===== config.mk =====
export PLATFORM = sky130hd
export DESIGN_NAME = interrupt_acknowledge_sequencer
export DESIGN_NICKNAME = d
export VERILOG_FILES = /design/src/inc/irq_seq_pkg.sv /design/src/design/interrupt_acknowledge_sequencer.sv
export SDC_FILE = /design/constraint.sdc
export NUM_CORES = 1
export LEC_CHECK = 0
export BUFFER_PORTS_ARGS = -buffer_cell sky130_fd_sc_hd__buf_4
export CAP_MARGIN = 10
export CORE_ASPECT_RATIO = 0.6
export CORE_MARGIN = 3
export CORE_UTILIZATION = 50
export DETAILED_ROUTE_END_ITERATION = 6
export PLACE_DENSITY_LB_ADDON = 0.05
export REMOVE_ABC_BUFFERS = 1
export SYNTH_ARGS = -nofsm -noshare
export SYNTH_HDL_FRONTEND = slang
export SYNTH_SLANG_ARGS = --single-unit
export TNS_END_PERCENT = 1

===== constraint.sdc =====
create_clock -name CLK_I -period 4.9 [get_ports CLK_I]
set_input_delay 0.49 -clock CLK_I [delete_from_list [all_inputs] [get_ports CLK_I]]
set_output_delay 0.49 -clock CLK_I [all_outputs]
set_load 0.01 [all_outputs]

===== src/inc/irq_seq_pkg.sv =====
package irq_seq_pkg;
  // ----------------------------------------
  // Sources and levels
  // ----------------------------------------
  localparam int NUM_MASKABLE = 10;
  localparam int NUM_LEVELS = 5;
  localparam int SEQ_STATES = 16;
  localparam logic [15:0] NMI_VECTOR = 16'h0004;
  localparam logic [15:0] LEVEL_VEC_BASE = 16'h0008;
  localparam logic [15:0] LEVEL_VEC_STEP = 16'h0008;

  // ----------------------------------------
  // Register map (byte addresses)
  // ----------------------------------------
  localparam logic [7:0] CTRL_ADDR = 8'h00;
  localparam logic [7:0] MASK_ADDR = 8'h04;
  localparam logic [7:0] FLAG_ADDR = 8'h08;
  localparam logic [7:0] STAT_ADDR = 8'h0C;
  localparam logic [7:0] PC_ADDR = 8'h10;
  localparam logic [7:0] PSW_ADDR = 8'h14;
  localparam logic [7:0] SP_ADDR = 8'h18;
  localparam logic [7:0] TEST_ADDR = 8'h1C;
  localparam logic [7:0] RET_ADDR = 8'h20;
  localparam int ADDR_W = 8;

  // CTRL write bits
  localparam int CTRL_EI_BIT = 0;
  localparam int CTRL_DI_BIT = 1;
  localparam int CTRL_BOUND_BIT = 2;
  localparam int CTRL_STOP_BIT = 3;
  localparam int CTRL_RETURN_FROM_INTERRUPT_INSTR_BIT = 4;
  // TEST write: select in low bits, bit 8 reports skip-if-clear
  localparam int TEST_SEL_NMI = 15;
  localparam int TEST_CLEAR_BIT = 8;

  localparam logic [1:0] RESP_OKAY = 2'b00;
  localparam logic [1:0] RESP_SLVERR = 2'b10;

  typedef enum logic [1:0] {
    SEQ_IDLE,
    SEQ_PUSH,
    SEQ_POP
  } seq_e;

  typedef struct packed {
    logic we;
    logic [7:0] addr;
    logic [7:0] data;
  } stack_s;
endpackage


===== src/design/interrupt_acknowledge_sequencer.sv =====
// Behaviour
// - At each instruction end a set nonmaskable flag is acknowledged and cleared
// - Nonmaskable acknowledge clears the enable flop
// - Nonmaskable save pushes status, PC high, PC low, then jumps to 0004H
// - Whole acknowledge sequence takes sixteen states
// - Nonmaskable right after maskable acknowledge is served first, returns there
// - Return pops PC low, PC high, then status word
// - Skip tests see live nonmaskable pin level, never the flag
// - Enable flop cleared without saving the old value
// - Maskable flags checked only while enabled, masked ones excluded
// - Internal flags set at once, external after filtered level
// - Only highest priority eligible request is acknowledged, others pend
// - Acknowledged flag cleared unless both partners of the level unmasked
// - Maskable acknowledge clears enable, pushes status and PC, jumps to vector
// - Pending requests taken after enable instruction if none higher
// - Both partners unmasked: level request is OR, flags stay set
// - Unmasked pending flag auto-cleared only if partner is masked
// - Both partners masked: flags pend, never acknowledged
// - Maskable sources gated by enable flop and per-source mask
// - Reset and stop entry set every mask bit
// - Reset clears flags; reset, acknowledge and stop clear enable flop
//
// Added by the designer: the register addresses and the AXI4-Lite interface to the registers.
module interrupt_acknowledge_sequencer
  import irq_seq_pkg::*;
#(
  parameter int NUM_SRC = NUM_MASKABLE,
  parameter int FILTER_CYCLES = 12
) (
  input wire logic CLK_I,
  input wire logic RESETN_I,
  input wire logic NMI_N_I,
  input wire logic RISING_EDGE_IRQ_PIN_I,
  input wire logic FALLING_EDGE_IRQ_PIN_N_I,
  input wire logic [NUM_SRC-1:0] INTERNAL_REQ_I,
  output logic STACK_WE_O,
  output logic [7:0] STACK_ADDR_O,
  output logic [7:0] STACK_DATA_O,
  input wire logic [7:0] STACK_RDATA_I,
  output logic SEQ_BUSY_O,
  input wire logic [ADDR_W-1:0] S_AXI_AWADDR,
  input wire logic S_AXI_AWVALID,
  output logic S_AXI_AWREADY,
  input wire logic [31:0] S_AXI_WDATA,
  input wire logic [3:0] S_AXI_WSTRB,
  input wire logic S_AXI_WVALID,
  output logic S_AXI_WREADY,
  output logic [1:0] S_AXI_BRESP,
  output logic S_AXI_BVALID,
  input wire logic S_AXI_BREADY,
  input wire logic [ADDR_W-1:0] S_AXI_ARADDR,
  input wire logic S_AXI_ARVALID,
  output logic S_AXI_ARREADY,
  output logic [31:0] S_AXI_RDATA,
  output logic [1:0] S_AXI_RRESP,
  output logic S_AXI_RVALID,
  input wire logic S_AXI_RREADY
);

  // ----------------------------------------
  // Pin synchronisers and level filters
  // ----------------------------------------
  logic [2:0] nmi_sy_q, r_sy_q, f_sy_q;
  always_ff @(posedge CLK_I) begin
    if (!RESETN_I) begin
      nmi_sy_q <= 3'h7;
      r_sy_q <= 3'h0;
      f_sy_q <= 3'h7;
    end else begin
      nmi_sy_q <= {nmi_sy_q[1:0], NMI_N_I};
      r_sy_q <= {r_sy_q[1:0], RISING_EDGE_IRQ_PIN_I};
      f_sy_q <= {f_sy_q[1:0], FALLING_EDGE_IRQ_PIN_N_I};
    end
  end
  logic [2:0] act_raw;
  assign act_raw[0] = (nmi_sy_q[1] == nmi_sy_q[2]) ? ~nmi_sy_q[2] : 1'b0;
  assign act_raw[1] = (r_sy_q[1] == r_sy_q[2]) ? r_sy_q[2] : 1'b0;
  assign act_raw[2] = (f_sy_q[1] == f_sy_q[2]) ? ~f_sy_q[2] : 1'b0;

  // Active level must hold FILTER_CYCLES; fires once per activation
  logic [2:0] ext_set;
  genvar g;
  generate
    for (g = 0; g < 3; g++) begin : g_filt
      logic [7:0] cnt_q;
      logic seen_q;
      always_ff @(posedge CLK_I) begin
        if (!RESETN_I) begin
          cnt_q <= 8'h00;
          seen_q <= 1'b0;
        end else if (!act_raw[g]) begin
          cnt_q <= 8'h00;
          seen_q <= 1'b0;
        end else if (!seen_q) begin
          cnt_q <= cnt_q + 8'h01;
          if (cnt_q == 8'(FILTER_CYCLES - 1)) seen_q <= 1'b1;
        end
      end
      assign ext_set[g] = act_raw[g] && !seen_q && (cnt_q == 8'(FILTER_CYCLES - 1));
    end
  endgenerate

  // ----------------------------------------
  // AXI4-Lite slave
  // ----------------------------------------
  logic aw_q, w_q, bvalid_q, rvalid_q;
  logic [ADDR_W-1:0] awaddr_q;
  logic [31:0] wdata_q, rdata_q;
  logic [1:0] bresp_q, rresp_q;
  logic wr_go;
  assign S_AXI_AWREADY = !aw_q && !bvalid_q;
  assign S_AXI_WREADY = !w_q && !bvalid_q;
  assign S_AXI_ARREADY = !rvalid_q;
  assign S_AXI_BVALID = bvalid_q;
  assign S_AXI_BRESP = bresp_q;
  assign S_AXI_RVALID = rvalid_q;
  assign S_AXI_RDATA = rdata_q;
  assign S_AXI_RRESP = rresp_q;
  assign wr_go = aw_q && w_q && !bvalid_q;

  function automatic logic mapped(input logic [ADDR_W-1:0] a);
    return a == CTRL_ADDR || a == MASK_ADDR || a == FLAG_ADDR || a == STAT_ADDR ||
           a == PC_ADDR || a == PSW_ADDR || a == SP_ADDR || a == TEST_ADDR ||
           a == RET_ADDR;
  endfunction

  always_ff @(posedge CLK_I) begin
    if (!RESETN_I) begin
      aw_q <= 1'b0;
      w_q <= 1'b0;
      bvalid_q <= 1'b0;
      bresp_q <= RESP_OKAY;
      awaddr_q <= '0;
      wdata_q <= 32'h0;
    end else begin
      if (S_AXI_AWVALID && S_AXI_AWREADY) begin
        aw_q <= 1'b1;
        awaddr_q <= S_AXI_AWADDR;
      end
      if (S_AXI_WVALID && S_AXI_WREADY) begin
        w_q <= 1'b1;
        wdata_q <= S_AXI_WDATA;
      end
      if (wr_go) begin
        aw_q <= 1'b0;
        w_q <= 1'b0;
        bvalid_q <= 1'b1;
        bresp_q <= mapped(awaddr_q) ? RESP_OKAY : RESP_SLVERR;
      end else if (bvalid_q && S_AXI_BREADY) begin
        bvalid_q <= 1'b0;
      end
    end
  end

  // Write strobes into the core (full-word writes assumed on low lane)
  logic wr_ctrl, wr_mask, wr_pc, wr_psw, wr_sp, wr_test;
  assign wr_ctrl = wr_go && awaddr_q == CTRL_ADDR && S_AXI_WSTRB != 4'h0;
  assign wr_mask = wr_go && awaddr_q == MASK_ADDR;
  assign wr_pc = wr_go && awaddr_q == PC_ADDR;
  assign wr_psw = wr_go && awaddr_q == PSW_ADDR;
  assign wr_sp = wr_go && awaddr_q == SP_ADDR;
  assign wr_test = wr_go && awaddr_q == TEST_ADDR;

  // ----------------------------------------
  // Interrupt state
  // ----------------------------------------
  seq_e seq_q;
  logic [4:0] step_q;
  logic ie_q, nmi_flag_q, stop_q, test_res_q;
  logic [NUM_SRC-1:0] flag_q, mask_q, flag_clr;
  logic [15:0] pc_q;
  logic [7:0] psw_q, sp_q;
  logic boundary, ret_req;
  assign boundary = wr_ctrl && wdata_q[CTRL_BOUND_BIT] && seq_q == SEQ_IDLE;
  assign ret_req = wr_ctrl && wdata_q[CTRL_RETURN_FROM_INTERRUPT_INSTR_BIT] && seq_q == SEQ_IDLE;

  // Source map: bits 4,5 are the external pair (level 2); pairs share a level
  logic [NUM_SRC-1:0] set_vec;
  always_comb begin
    set_vec = INTERNAL_REQ_I;
    set_vec[4] = ext_set[1];
    set_vec[5] = ext_set[2];
  end

  // Eligible request per level, picking lowest index level first
  logic [NUM_LEVELS-1:0] lvl_req;
  logic [2:0] win;
  logic any_mask;
  always_comb begin
    win = 3'd0;
    any_mask = 1'b0;
    for (int l = 0; l < NUM_LEVELS; l++) begin
      lvl_req[l] = (flag_q[2*l] && !mask_q[2*l]) || (flag_q[2*l+1] && !mask_q[2*l+1]);
    end
    for (int l = NUM_LEVELS - 1; l >= 0; l--) begin
      if (lvl_req[l]) begin
        win = 3'(l);
        any_mask = 1'b1;
      end
    end
  end

  always_comb begin
    flag_clr = '0;
    for (int l = 0; l < NUM_LEVELS; l++) begin
      if (3'(l) == win && !(mask_q[2*l] == 1'b0 && mask_q[2*l+1] == 1'b0)) begin
        flag_clr[2*l] = !mask_q[2*l];
        flag_clr[2*l+1] = !mask_q[2*l+1];
      end
    end
  end

  logic take_nmi, take_mi;
  assign take_nmi = boundary && nmi_flag_q;
  assign take_mi = boundary && !nmi_flag_q && ie_q && any_mask;

  always_ff @(posedge CLK_I) begin
    if (!RESETN_I) begin
      flag_q <= '0;
    end else begin
      // Set wins over auto-clear so a fresh event is never lost
      flag_q <= (flag_q & ~(take_mi ? flag_clr : '0) &
                 ~((wr_test && !wdata_q[TEST_CLEAR_BIT] && wdata_q[3:0] < 4'(NUM_SRC)) ?
                   (NUM_SRC'(1) << wdata_q[3:0]) : '0)) | set_vec;
    end
  end

  always_ff @(posedge CLK_I) begin
    if (!RESETN_I) begin
      nmi_flag_q <= 1'b0;
    end else if (ext_set[0]) begin
      nmi_flag_q <= 1'b1;
    end else if (take_nmi) begin
      nmi_flag_q <= 1'b0;
    end
  end

  always_ff @(posedge CLK_I) begin
    if (!RESETN_I) begin
      mask_q <= '1;
      stop_q <= 1'b0;
    end else begin
      stop_q <= wr_ctrl && wdata_q[CTRL_STOP_BIT];
      if (wr_ctrl && wdata_q[CTRL_STOP_BIT]) begin
        mask_q <= '1;
      end else if (wr_mask) begin
        mask_q <= wdata_q[NUM_SRC-1:0];
      end
    end
  end

  always_ff @(posedge CLK_I) begin
    if (!RESETN_I) begin
      ie_q <= 1'b0;
    end else if (take_nmi || take_mi || (wr_ctrl && wdata_q[CTRL_STOP_BIT])) begin
      ie_q <= 1'b0;
    end else if (wr_ctrl && wdata_q[CTRL_DI_BIT]) begin
      ie_q <= 1'b0;
    end else if (wr_ctrl && wdata_q[CTRL_EI_BIT]) begin
      ie_q <= 1'b1;
    end
  end

  always_ff @(posedge CLK_I) begin
    if (!RESETN_I) begin
      test_res_q <= 1'b0;
    end else if (wr_test) begin
      if (wdata_q[3:0] == 4'(TEST_SEL_NMI)) begin
        test_res_q <= nmi_sy_q[2] ^ wdata_q[TEST_CLEAR_BIT];
      end else if (wdata_q[3:0] < 4'(NUM_SRC)) begin
        test_res_q <= flag_q[wdata_q[3:0]] ^ wdata_q[TEST_CLEAR_BIT];
      end else begin
        test_res_q <= 1'b0;
      end
    end
  end

  // ----------------------------------------
  // Save and restore sequencer
  // ----------------------------------------
  // Pushes occupy steps 1..3, jump at the last step
  logic [15:0] vec_q;
  always_ff @(posedge CLK_I) begin
    if (!RESETN_I) begin
      seq_q <= SEQ_IDLE;
      step_q <= 5'h0;
      vec_q <= 16'h0;
      pc_q <= 16'h0;
      psw_q <= 8'h0;
      sp_q <= 8'h0;
    end else begin
      case (seq_q)
        SEQ_IDLE: begin
          step_q <= 5'h0;
          if (take_nmi) begin
            vec_q <= NMI_VECTOR;
            seq_q <= SEQ_PUSH;
          end else if (take_mi) begin
            vec_q <= LEVEL_VEC_BASE + LEVEL_VEC_STEP * 16'(win);
            seq_q <= SEQ_PUSH;
          end else if (ret_req) begin
            seq_q <= SEQ_POP;
          end
          if (wr_pc) pc_q <= wdata_q[15:0];
          if (wr_psw) psw_q <= wdata_q[7:0];
          if (wr_sp) sp_q <= wdata_q[7:0];
        end
        SEQ_PUSH: begin
          step_q <= step_q + 5'h1;
          if (step_q <= 5'h2) sp_q <= sp_q - 8'h1;
          if (step_q == 5'(SEQ_STATES - 1)) begin
            // new vector is the saved return of a following nonmaskable
            pc_q <= vec_q;
            seq_q <= SEQ_IDLE;
          end
        end
        SEQ_POP: begin
          step_q <= step_q + 5'h1;
          if (step_q == 5'h1) pc_q[7:0] <= STACK_RDATA_I;
          if (step_q == 5'h2) pc_q[15:8] <= STACK_RDATA_I;
          if (step_q == 5'h3) begin
            psw_q <= STACK_RDATA_I;
            seq_q <= SEQ_IDLE;
          end
          // Step 0 only settles the address; each read then climbs past its byte
          if (step_q != 5'h0) sp_q <= sp_q + 8'h1;
        end
        default: seq_q <= SEQ_IDLE;
      endcase
    end
  end

  stack_s stk_q;
  always_ff @(posedge CLK_I) begin
    if (!RESETN_I) begin
      stk_q <= '0;
    end else begin
      stk_q.we <= seq_q == SEQ_PUSH && step_q <= 5'h2;
      stk_q.addr <= (seq_q == SEQ_PUSH) ? sp_q - 8'h1 : sp_q;
      case (step_q)
        5'h0: stk_q.data <= psw_q;
        5'h1: stk_q.data <= pc_q[15:8];
        default: stk_q.data <= pc_q[7:0];
      endcase
    end
  end
  assign STACK_WE_O = stk_q.we;
  assign STACK_ADDR_O = (seq_q == SEQ_POP) ? sp_q : stk_q.addr;
  assign STACK_DATA_O = stk_q.data;
  assign SEQ_BUSY_O = seq_q != SEQ_IDLE;

  // ----------------------------------------
  // Read path
  // ----------------------------------------
  always_ff @(posedge CLK_I) begin
    if (!RESETN_I) begin
      rvalid_q <= 1'b0;
      rdata_q <= 32'h0;
      rresp_q <= RESP_OKAY;
    end else if (S_AXI_ARVALID && S_AXI_ARREADY) begin
      rvalid_q <= 1'b1;
      rresp_q <= mapped(S_AXI_ARADDR) ? RESP_OKAY : RESP_SLVERR;
      case (S_AXI_ARADDR)
        CTRL_ADDR: rdata_q <= {30'h0, stop_q, ie_q};
        MASK_ADDR: rdata_q <= 32'(mask_q);
        FLAG_ADDR: rdata_q <= 32'(flag_q);
        STAT_ADDR: rdata_q <= {27'h0, test_res_q, nmi_sy_q[2], nmi_flag_q, seq_q};
        PC_ADDR: rdata_q <= {16'h0, pc_q};
        PSW_ADDR: rdata_q <= {24'h0, psw_q};
        SP_ADDR: rdata_q <= {24'h0, sp_q};
        RET_ADDR: rdata_q <= {16'h0, vec_q};
        default: rdata_q <= 32'h0;
      endcase
    end else if (rvalid_q && S_AXI_RREADY) begin
      rvalid_q <= 1'b0;
    end
  end

endmodule


==> summary.md <==
| Metric | Value |
|---|---|
| Outcome | `complete, no violations` |
| Core area | `16500 µm²` |
| CP Class | `register to register` |
| Post-synthesis mux area share | `5.82%` |
| Number of global-route vias before repair | `6982` |
| Nets | `1174` |
| Die Y | `approximately 110 µm` |
| Worst Path Required | `5.19 ns` |
| First-pass GRT wire length | `38400 µm` |
| Clk slew on worst S/H paths | `0.07 ns` |
| Die ar. | `between 15000 and 20000 µm²` |
| GRT overflow | `0` |
| Synth top area cells | `dfxtp_1, nand2_1, a21oi_1, mux2i_1, nor2_1` |
| CTS tree | `built` |
| Synth area leader | `dfxtp_1` |
| Setup TNS Final | `0 ns` |
| Final period util | `a little over three fifths` |
| GRT Overall Usage | `25.7%` |
| Initial DRC Count | `700` |
| Num rows | `36` |
| CP cell instances | `ha_1, o311ai_0, a221o_1, a211oi_1, nor3_1` |
| # Post-CTS Setup Buffers | `0` |
| DR vias | `7641` |
| Routed WL per cell | `18.3 µm` |
| Max-slew headroom | `21.5%` |
| Crit path launch type | `register` |
| Fin util | `between 50% and 60%` |
| Number of flops mapped to enable cells by yosys | `0` |
| Post-DP HPWL | `17400 µm` |
| CTS buffer count | `17` |
| Final Hold Viols | `0` |
| Initial antenna violation count | `0` |
| #FFs+latches synth | `approximately 170` |
| Placed cell area | `9270 µm²` |
| Crit path DAT | `around 3.4 ns` |
| Max VDD drop | `232 µV` |
| CP max-delay cell | `ha_1` |
| Slew @ Worst Pin | `about 1.2 ns` |
| Vias/cell | `between 5 and 6` |
| Leakage power | `3.76 nW` |
| Diode count | `0` |
| Top_reg_cell synth | `dfxtp_1` |
| DRC | `0` |
| Top Ports | `139` |
| Antenna-violating nets left | `0` |
| Fin Clk Skew | `0.0110 ns` |
| # hold bufs at CTS | `0` |
| Post-synthesis sequential area ratio | `38.9%` |
| Largest family of logic cells by synthesized area | `simple AND/OR/NAND/NOR gates` |
| CP max FO | `25` |
| Starting Density | `52.0%` |
| Synth Area in Simple Gates | `between 20% and 30%` |
| Async SR Flop Fraction | `0%` |
| Clock Tree Root | `clkbuf_16` |
| FILL cells | `1575` |
| Crit end category | `register` |
| Yosys cell types | `76` |
| Iteration count of the initial detailed-routing pass | `5` |
| Gpl congestion | `0.968` |
| Fmax | `325 MHz` |
| RSZ-0062 raised after global routing | `false` |
| Tmin final | `just over 3 ns` |
| Routed WL | `24100 µm` |
| Commonest non-fill, non-tap cells in the layout | `dfxtp_1, nand2_1, buf_4` |
| Final Cell Area | `9850 µm²` |
| Final Non-Filler Cells | `1316` |
| Cts repair resizes | `0` |
| Most common cell after layout, fill and taps aside | `dfxtp_1` |
| Final setup vio count | `0` |
| Clock tree buffer depth | `2` |
| Count of input and output buffers | `102` |
| XOR/XNOR Fraction of Synth Area | `under 10%` |
| PwrDens | `around 300 nW/µm²` |
| Placed Cells | `around 1300` |
| Max Cap Violations | `0` |
| Worst Hold Class | `input pin to register` |
| Avg Synthesized Cell Area | `8.38 µm²` |
| Area Overhead vs Synth | `14.5%` |
| Synth Warn # | `0` |
| Syn Inst Count | `slightly above 1000` |
| Area share of fa/ha/maj cells after synthesis | `2.76%` |
| Synth Cell Area | `8600 µm²` |
| Sinks on the clock net | `167` |
| Max H-tree Level | `4` |
| Compound-Gate Fraction of Synth Area | `18.4%` |
| Clock Latency Late Sink | `0.44 ns` |
| Slew Limit Fails | `0` |
| Largest net degree at the start of global routing | `51` |
| Die W | `175 µm` |
| Synth top area share | `38.9%` |
| Crit path largest cell delay | `approximately 0.8 ns` |
| Layout cells sized above 1 | `15.2%` |
[Yosys cell counts (all sizes together) (8+ instances only)]
master and number:
a31oi 12, and2 12, nand3b 9, nor2 83, inv 27, or4 8
a22o 10, nor4 12, mux2 10, a21oi 69, and3 16, nor2b 22
nand3 30, dfxtp 167, a22oi 21, o211ai 14, nand2 136, nor3 23
xnor2 16, ha 19, nand2b 20, o21ai 31, buf 47, clkbuf 48
xor2 14, a211oi 19, mux2i 32
[cell type report]
| class | instances | area [µm²] | area share, % |
|---|---|---|---|
| Multi-Input combinational cell | 755 | 4740 | 48.1 |
| Inverter | 27 | 101 | 1.03 |
| Timing Repair Buffer | 107 | 803 | 8.16 |
| Clock buffer | 20 | 457 | 4.64 |
| Clock inverter | 12 | 116 | 1.18 |
| Tap cell | 228 | 285 | 2.90 |
| Sequential cell | 167 | 3340 | 34.0 |
[worst max-delay path, delay by kind of cell (launching register included)]
family	cells	cell delay, ns
AOI/OAI and AO/OA	3	1.52
adders and majority gates	1	0.82
DFF	1	0.51
and+or+nand+nor	1	0.08
[routing by layer]
layer	global-route usage [%]	vias up	routed length, µm
met4	5.86	0	294
met3	6.17	25	2330
met5	0	-	0
met2	33.9	316	9040
met1	41.1	3582	12400
li1	-	3718	-
[registers in the layout, indices dropped and copies added (netlist names), 8 cells and up]
signal	count
stk_q	8
sp_q	8
flag_q	10
mask_q	10
STACK_DATA_O	8
S_AXI_RDATA	16
awaddr_q	8
psw_q	8
wdata_q	16
g_filt.cnt_q	24
pc_q	16
[cell families (layout without fill, tap and decap cells)]
group | Yosys count | count (layout)
simple gates | 408 | 408
compound gates | 235 | 235
flops | 167 | 167
buf+inv | 122 | 166
mux | 45 | 45
xor+xnor | 30 | 30
fa+ha+maj | 19 | 19
other cells | 1 | 18
[metrics by stage]
step	hold slack, ns	setup slack, ns	power, mW
floorplan	0.386	2.16	1.57
global placement	0.388	1.97	1.69
detailed placement	0.393	1.92	1.69
CTS	0.226	1.90	3.01
global route	0.228	1.54	3.10
finish	0.235	1.83	3.00
[worst paths after layout]
kind         startpoint          end  slack [ns]  cells past startpoint
max            seq_q[0]     pc_q[12]        1.83                      5
min             NMI_N_I  nmi_sy_q[0]        0.23                      2
max reg2reg    seq_q[0]     pc_q[12]        1.83                      5
min reg2reg   f_sy_q[0]    f_sy_q[1]        0.41                      1
[report_power, final]
part           switching [mW]  internal, mW
sequential             0.0442          1.39
clock                   0.603         0.733
combinational           0.133        0.0994
total                   0.780          2.22
Power figures use the tool's default switching activity.
